File: config.mk
export PLATFORM = sky130hd
export DESIGN_NAME = pcs_program_counter
export DESIGN_NICKNAME = d
export VERILOG_FILES = /design/src/inc/pcs_pkg.sv /design/src/inc/pcs_stack_if.sv /design/src/pcs_return_stack.sv /design/src/pcs_program_counter.sv
export SDC_FILE = /design/constraint.sdc
export NUM_CORES = 1
export LEC_CHECK = 0
export BUFFER_PORTS_ARGS = -buffer_cell sky130_fd_sc_hd__buf_2
export CAP_MARGIN = 40
export CORE_ASPECT_RATIO = 0.7
export CORE_MARGIN = 2
export CORE_UTILIZATION = 35
export CTS_CLUSTER_SIZE = 28
export DETAILED_ROUTE_END_ITERATION = 6
export PLACE_DENSITY_LB_ADDON = 0.08
export SLEW_MARGIN = 15
export SYNTH_ARGS = -nofsm -noshare
export SYNTH_HDL_FRONTEND = slang
export SYNTH_HIERARCHICAL = 1
export SYNTH_SLANG_ARGS = --single-unit
File: constraint.sdc
create_clock -name clk_in -period 5.2 [get_ports clk_in]
set_clock_uncertainty 0.05 [all_clocks]
set_input_delay 0 -clock clk_in [delete_from_list [all_inputs] [get_ports clk_in]]
set_output_delay 0 -clock clk_in [all_outputs]
set_load 0.01 [all_outputs]
File: src/inc/pcs_pkg.sv
// Package for the program counter sequencing unit: widths, sizes, operation codes.
// Assumes a single core clock domain and an active-low asynchronous reset.
`default_nettype none
package pcs_pkg;
  localparam int PC_W = 13;
  localparam int LOW_W = 8;
  localparam int HIGH_W = 5;
  localparam int JMP_W = 11;
  localparam int PAGE_W = 2;
  localparam int STK_DEPTH = 8;
  localparam int SP_W = 3;
  localparam logic [PC_W-1:0] PC_RESET = 13'h0000;
  localparam logic [HIGH_W-1:0] LATCH_RESET = 5'h00;
  localparam logic [PC_W-1:0] INT_VECTOR = 13'h0004;
  localparam logic [SP_W-1:0] SP_RESET = 3'h0;
  localparam logic [SP_W-1:0] SP_ONE = 3'h1;
  localparam logic [PC_W-1:0] PC_ONE = 13'h0001;

  // One operation per instruction cycle, chosen by the decoder
  typedef enum logic [2:0] {
    PCS_OP_HOLD,
    PCS_OP_NEXT,
    PCS_OP_JUMP,
    PCS_OP_CALL,
    PCS_OP_VECTOR,
    PCS_OP_RETURN,
    PCS_OP_RET_LIT,
    PCS_OP_RET_INT
  } pcs_op_t;
endpackage : pcs_pkg
`default_nettype wire

File: src/inc/pcs_stack_if.sv
// Interface between the counter logic and the return stack.
// Assumes both ends sit on the same core clock.
`default_nettype none
interface pcs_stack_if;
  import pcs_pkg::*;
  logic push;
  logic pop;
  logic [PC_W-1:0] push_data;
  logic [PC_W-1:0] top;
  modport ctrl(output push, output pop, output push_data, input top);
  modport stack(input push, input pop, input push_data, output top);
endinterface : pcs_stack_if
`default_nettype wire

File: src/pcs_return_stack.sv
// Circular eight-entry return stack of full program counter values.
// Assumes push and pop never come in the same cycle.
`default_nettype none
module pcs_return_stack (
  input wire logic clk_in,
  input wire logic arst_n_in,
  pcs_stack_if.stack stk
);
  import pcs_pkg::*;

  typedef struct packed {
    logic [STK_DEPTH-1:0][PC_W-1:0] mem;
    logic [SP_W-1:0] sp;
  } pcs_stk_state_t;

  pcs_stk_state_t st;
  pcs_stk_state_t next_st;

  // Pointer wraps silently both ways; no overflow flag exists
  always_comb begin
    next_st = st;
    if (stk.push) begin
      next_st.mem[st.sp] = stk.push_data;
      next_st.sp = st.sp + SP_ONE;
    end else if (stk.pop) begin
      next_st.sp = st.sp - SP_ONE;
    end
  end

  always_ff @(posedge clk_in or negedge arst_n_in) begin
    if (!arst_n_in) begin
      st <= '0;
    end else begin
      st <= next_st;
    end
  end

  // Top entry is the one most recently pushed
  assign stk.top = st.mem[st.sp - SP_ONE];

  AST_WRAP_OVERWRITE: assert property (@(posedge clk_in) disable iff (!arst_n_in)
    stk.push |=> st.mem[$past(st.sp)] == $past(stk.push_data))
    else $error("push did not land at pointer slot");
  AST_POP_SILENT: assert property (@(posedge clk_in) disable iff (!arst_n_in)
    stk.pop && !stk.push |=> st.sp == $past(st.sp) - SP_ONE && st.mem == $past(st.mem))
    else $error("pop changed stack contents");
endmodule : pcs_return_stack
`default_nettype wire

File: src/pcs_program_counter.sv
// Program counter sequencing unit: 13-bit counter, staging latch, page loads, stack.
// Assumes the decoder issues one operation per instruction-cycle enable.
`default_nettype none
module pcs_program_counter (
  input wire logic clk_in,
  input wire logic arst_n_in,
  input wire logic cycle_en_in,
  input wire pcs_pkg::pcs_op_t op_in,
  input wire logic [pcs_pkg::JMP_W-1:0] operand_in,
  input wire logic low_wr_in,
  input wire logic [pcs_pkg::LOW_W-1:0] low_wdata_in,
  input wire logic latch_wr_in,
  input wire logic [pcs_pkg::LOW_W-1:0] latch_wdata_in,
  output logic [pcs_pkg::PC_W-1:0] pc_out,
  output logic [pcs_pkg::LOW_W-1:0] pc_low_byte_reg_out,
  output logic [pcs_pkg::LOW_W-1:0] pc_upper_staging_latch_out
);
  import pcs_pkg::*;

  typedef struct packed {
    logic [PC_W-1:0] pc;
    logic [HIGH_W-1:0] pc_upper_staging_latch;
  } pcs_state_t;

  pcs_state_t st;
  pcs_state_t next_st;
  pcs_stack_if stk_bus ();

  // Page-relative target for jumps and calls
  function automatic logic [PC_W-1:0] page_target(input logic [HIGH_W-1:0] latch,
                                                  input logic [JMP_W-1:0] opnd);
    page_target = {latch[HIGH_W-1:HIGH_W-PAGE_W], opnd};
  endfunction : page_target

  // Address after the current word; wraps at the top of the 8K space
  function automatic logic [PC_W-1:0] pc_inc(input logic [PC_W-1:0] pc);
    pc_inc = pc + PC_ONE;
  endfunction : pc_inc

  // Stack requests; the pointer itself never reaches a port
  always_comb begin
    stk_bus.push = cycle_en_in && (op_in == PCS_OP_CALL || op_in == PCS_OP_VECTOR);
    stk_bus.pop = cycle_en_in && (op_in == PCS_OP_RETURN || op_in == PCS_OP_RET_LIT
                  || op_in == PCS_OP_RET_INT);
    stk_bus.push_data = pc_inc(st.pc);
  end

  // Next counter and latch; a low-byte write outranks the sequencer
  always_comb begin
    next_st = st;
    if (latch_wr_in) begin
      next_st.pc_upper_staging_latch = latch_wdata_in[HIGH_W-1:0];
    end
    if (low_wr_in) begin
      next_st.pc = {st.pc_upper_staging_latch, low_wdata_in};
    end else if (cycle_en_in) begin
      case (op_in)
        PCS_OP_NEXT: next_st.pc = pc_inc(st.pc);
        PCS_OP_JUMP,
        PCS_OP_CALL: next_st.pc = page_target(st.pc_upper_staging_latch, operand_in);
        PCS_OP_VECTOR: next_st.pc = INT_VECTOR;
        PCS_OP_RETURN,
        PCS_OP_RET_LIT,
        PCS_OP_RET_INT: next_st.pc = stk_bus.top;
        default: next_st.pc = st.pc;
      endcase
    end
  end

  // Reset clears the whole counter, upper bits included
  always_ff @(posedge clk_in or negedge arst_n_in) begin
    if (!arst_n_in) begin
      st.pc <= PC_RESET;
      st.pc_upper_staging_latch <= LATCH_RESET;
    end else begin
      st <= next_st;
    end
  end

  // Outputs straight from flops; upper bits never show in the low-byte view
  assign pc_out = st.pc;
  assign pc_low_byte_reg_out = st.pc[LOW_W-1:0];
  assign pc_upper_staging_latch_out = {{(LOW_W-HIGH_W){1'b0}}, st.pc_upper_staging_latch};

  pcs_return_stack u_stack (
    .clk_in(clk_in),
    .arst_n_in(arst_n_in),
    .stk(stk_bus.stack)
  );

  AST_LOW_WRITE: assert property (@(posedge clk_in) disable iff (!arst_n_in)
    low_wr_in |=> pc_out == {$past(st.pc_upper_staging_latch), $past(low_wdata_in)})
    else $error("low byte write did not load counter");
  AST_JUMP_PAGE: assert property (@(posedge clk_in) disable iff (!arst_n_in)
    cycle_en_in && !low_wr_in && op_in == PCS_OP_JUMP
    |=> pc_out[JMP_W-1:0] == $past(operand_in)
        && pc_out[PC_W-1:JMP_W] == $past(st.pc_upper_staging_latch[HIGH_W-1:HIGH_W-PAGE_W]))
    else $error("jump page wrong");
  AST_INCREMENT: assert property (@(posedge clk_in) disable iff (!arst_n_in)
    cycle_en_in && !low_wr_in && op_in == PCS_OP_NEXT |=> pc_out == $past(pc_out) + PC_ONE)
    else $error("sequential fetch did not increment");
  AST_CALL_RETURN: assert property (@(posedge clk_in) disable iff (!arst_n_in)
    cycle_en_in && !low_wr_in && op_in == PCS_OP_CALL
    ##1 (cycle_en_in && !low_wr_in && op_in == PCS_OP_RETURN)
    |=> pc_out == $past(pc_out, 2) + PC_ONE)
    else $error("return did not restore full counter");
  AST_LATCH_KEPT: assert property (@(posedge clk_in) disable iff (!arst_n_in)
    !latch_wr_in && (stk_bus.push || stk_bus.pop)
    |=> $stable(pc_upper_staging_latch_out))
    else $error("stack op changed latch");
  AST_PUSH_CAUSE: assert property (@(posedge clk_in) disable iff (!arst_n_in)
    stk_bus.push |-> cycle_en_in && (op_in == PCS_OP_CALL || op_in == PCS_OP_VECTOR))
    else $error("push without call or vector");
  AST_VECTOR: assert property (@(posedge clk_in) disable iff (!arst_n_in)
    cycle_en_in && !low_wr_in && op_in == PCS_OP_VECTOR |=> pc_out == INT_VECTOR)
    else $error("vector not taken");
  AST_HOLD: assert property (@(posedge clk_in) disable iff (!arst_n_in)
    !cycle_en_in && !low_wr_in |=> $stable(pc_out))
    else $error("counter moved without enable");
endmodule : pcs_program_counter
`default_nettype wire

==> flow_summary.ini <==
[logic_synthesis]
yosysTopAreaCellShare_pct = 48.0
avgSynthCellArea_sq_um = 12.1
synthCells = 540
ys_seq_elements = 125
yosysMostFrequentCell = dfrtp_1
synthDistinctLibCells = 60
synth.yosys.seq_area_share_pct = 48.0
ys_warn_count = 6
synthTopCellsByArea = dfrtp_1 (48%), mux2_2 (17%), mux2i_1 (8.1%)
synth-edff-count = 0
yosys.area.top_type = dfrtp_1
synthTopCellsByCount = dfrtp_1 (125), mux2_2 (99), nand3_1 (54)
async_flop_share_pct = 100
synth_ff_type = dfrtp_1
syn-cell-area_sq_mm = 0.00651

[worst_setup_path]
crit_path_max_incr_delay_ns = 0.57
crit_chain = inv_2 > ha_2 > buf_4 > mux2i_1 > nand3_1 > and4_1 > o21ai_0 > a41oi_1 > dlygate4sd3_1
start_kind = register
worstSetupPathType = register to register
path_max_fanout = 26
r2r_cells = 9
reg2reg_from = u_stack/st[1]
r2r_end = pc_out[2]
critPathLaunch = u_stack/st[1]
timing.critical_path.required_ns = 5.45
worstSetupEndpointType = register
ff2ff_setup_slack_ns = 2.11
crit_arrival_ns = 3.34
slowest_stage = dlygate4sd3_1

[sta]
rsz0062_at_grt = no
layout_min_cycle_time_ns = 3.09
setup_tns_ns = 0
max_freq_mhz = 324
finalHoldViolations = 0
worst_slew_pin_slew_ns = 0.846
setup_viol = 0
finalCritPeriodShare_pct = 59.4
drv_slew = 0
relSlewSlack_pct = 43.3

[floorplan]
die_w_microns = 167
ios = 64
start_util_pct = 35.9
row_count = 41
fp.coreArea_sq_mm = 0.0181
die_h_microns = 118
die_area_sq_mm = 0.0197

[layout]
fin_util_pct = 43.7
fin_nets = 652
drive_above_1_share_pct = 37.8
final_design_area_no_fill_sq_mm = 0.00792
n_antenna_cell = 0
area_growth_pct = 21.6

[place]
hpwl_mm = 11.5
gp_congestion = 0.745
io_buffers = 57
placed_cell_area_sq_mm = 0.00703

[clocking]
cts_inserted_buffers = 17
cts_sinks = 125
cts_tree = built
cts_hold_buf = 23
clockBufferDepth = 2
insertion_delay_ns = 0.42
cts_setup_buffers = 0
cts_resized = 0
htreeDepth = 4
path_clk_slew_ns = 0.06
cts_root_buf = clkbuf_16

[route]
met2_length_mm = 7.02
vias_per_cell = 5.38
wl_met1_mm = 9.27
initialDrtViolationCount = 393
ant_nets = 0
top_layer = met4
avgRoutedWirePerCell_microns = 19.9
route.met3.wl_microns = 786
drt-total-wl_mm = 17.2
firstDrtPassIters = 5
vias = 4639
remaining_drc_errors = 0

[pwr]
clkPwrFrac_pct = 25.6
p_leak_nw = 3.67
p_sw_mw = 1.86
seqPwrFrac_pct = 32.0
peakVddDrop_mv = 0.219
netSwitchingFraction_pct = 37.4
p_int_mw = 3.11
power_frac_comb_pct = 42.4
p_per_area_mw_per_mm2 = 627

[min_path]
min_to = pc_out[6]
worst_hold_startpoint = operand_in[6]
hp-class = input port to register
whs_path_depth = 4

[global_routing]
globalRouteOverflowTotal = 0
grt_first_pass_wirelength_mm = 27.0
grt_pass1_vias = 4471
grt_usage_pct = 18.1
grt_antenna_before_repair = 1
grt_max_degree = 61

[run]
max-cap-violations = 0

[status]
status = finished, final reports clean
[area by class of cell]
cell class	count	area [sq um]
Tap cell	236	295
Timing Repair Buffer	98	696
Fill cell	1691	10200
Sequential cell	125	3130
Multi-Input combinational cell	365	3140
Clock buffer	19	443
Clock inverter	13	188
Inverter	7	26.3
[cells by family after synthesis]
logic type / count (synthesis) / share of synthesized area, %
AOI/OAI and AO/OA: 51 / 6.02
xor gates and xnor gates: 10 / 1.58
adders and majority gates: 3 / 0.577
buffers and inverters: 52 / 4.34
DFF: 125 / 48.0
muxes: 162 / 27.6
other: 1 / 0.0576
and+or+nand+nor: 136 / 11.8
[state kept, by name, indices dropped and copies added (netlist names)]
name                        cells
u_stack/st                    107
pc_out                         13
pc_upper_staging_latch_out      5
[placed cells by master (no fill, tap or decap), types with 4 or more instances in the layout]
cell / count
a221o_1: 4
a22oi_1: 5
and4_1: 13
buf_2: 56
buf_4: 14
bufinv_16: 4
clkbuf_16: 17
dfrtp_1: 125
dlygate4sd3_1: 23
inv_1: 4
mux2_2: 99
mux2_4: 10
mux2i_1: 53
nand2_1: 21
nand2b_1: 4
nand3_1: 54
nand4_1: 5
nor2_1: 11
nor3_1: 4
nor4_1: 4
o21ai_0: 11
o221ai_1: 6
or2_2: 5
xnor2_1: 5
[power by group through the flow]
stage | Combinational [mW] | Clock [mW] | Sequential, mW
2_1_floorplan | 1.51 | 0 | 1.53
3_3_place_gp | 2.05 | 0 | 1.58
3_5_place_dp | 2.08 | 0 | 1.60
4_1_cts | 2.10 | 1.30 | 1.59
5_1_grt | 2.28 | 1.36 | 1.64
6_report | 2.10 | 1.27 | 1.59
[through the flow]
step | instances | power, mW | hold slack, ns | worst slack (ns)
CTS | 861 | 4.99 | 0.000915 | 2.09
global route | 863 | 5.28 | 0.0185 | 1.90
detailed placement | 806 | 3.68 | -0.142 | 2.43
floorplan | 542 | 3.03 | -0.346 | 2.57
finish | 863 | 4.97 | 0.00745 | 2.11
global placement | 803 | 3.63 | 0.123 | 2.46
[critical path: cells and delay by family (launching register included)]
kind,cells,cell delay [ns]
AO/OA/AOI/OAI,2,0.35
buffers and inverters,3,1.09
adder cells (fa/ha/maj),1,0.35
flip-flops,1,0.54
AND/OR/NAND/NOR,2,0.31
multiplexers,1,0.28
[how the worst max path moves through the flow]
stage                     end  depth (start not counted)  slack, ns
floorplan           pc_out[7]                         12       2.57
global placement    pc_out[7]                         10       2.46
detailed placement  pc_out[7]                         10       2.43
CTS                 pc_out[2]                          9       2.09
global route        pc_out[2]                          9       1.90
finish              pc_out[2]                          9       2.11
[layer usage]
metal,up-vias,track usage [%]
li1,2150,-
met1,2353,28.8
met2,121,24.4
met3,15,3.56
met4,0,5.44
met5,-,0
No activity file was read; power rests on OpenSTA's default activity.
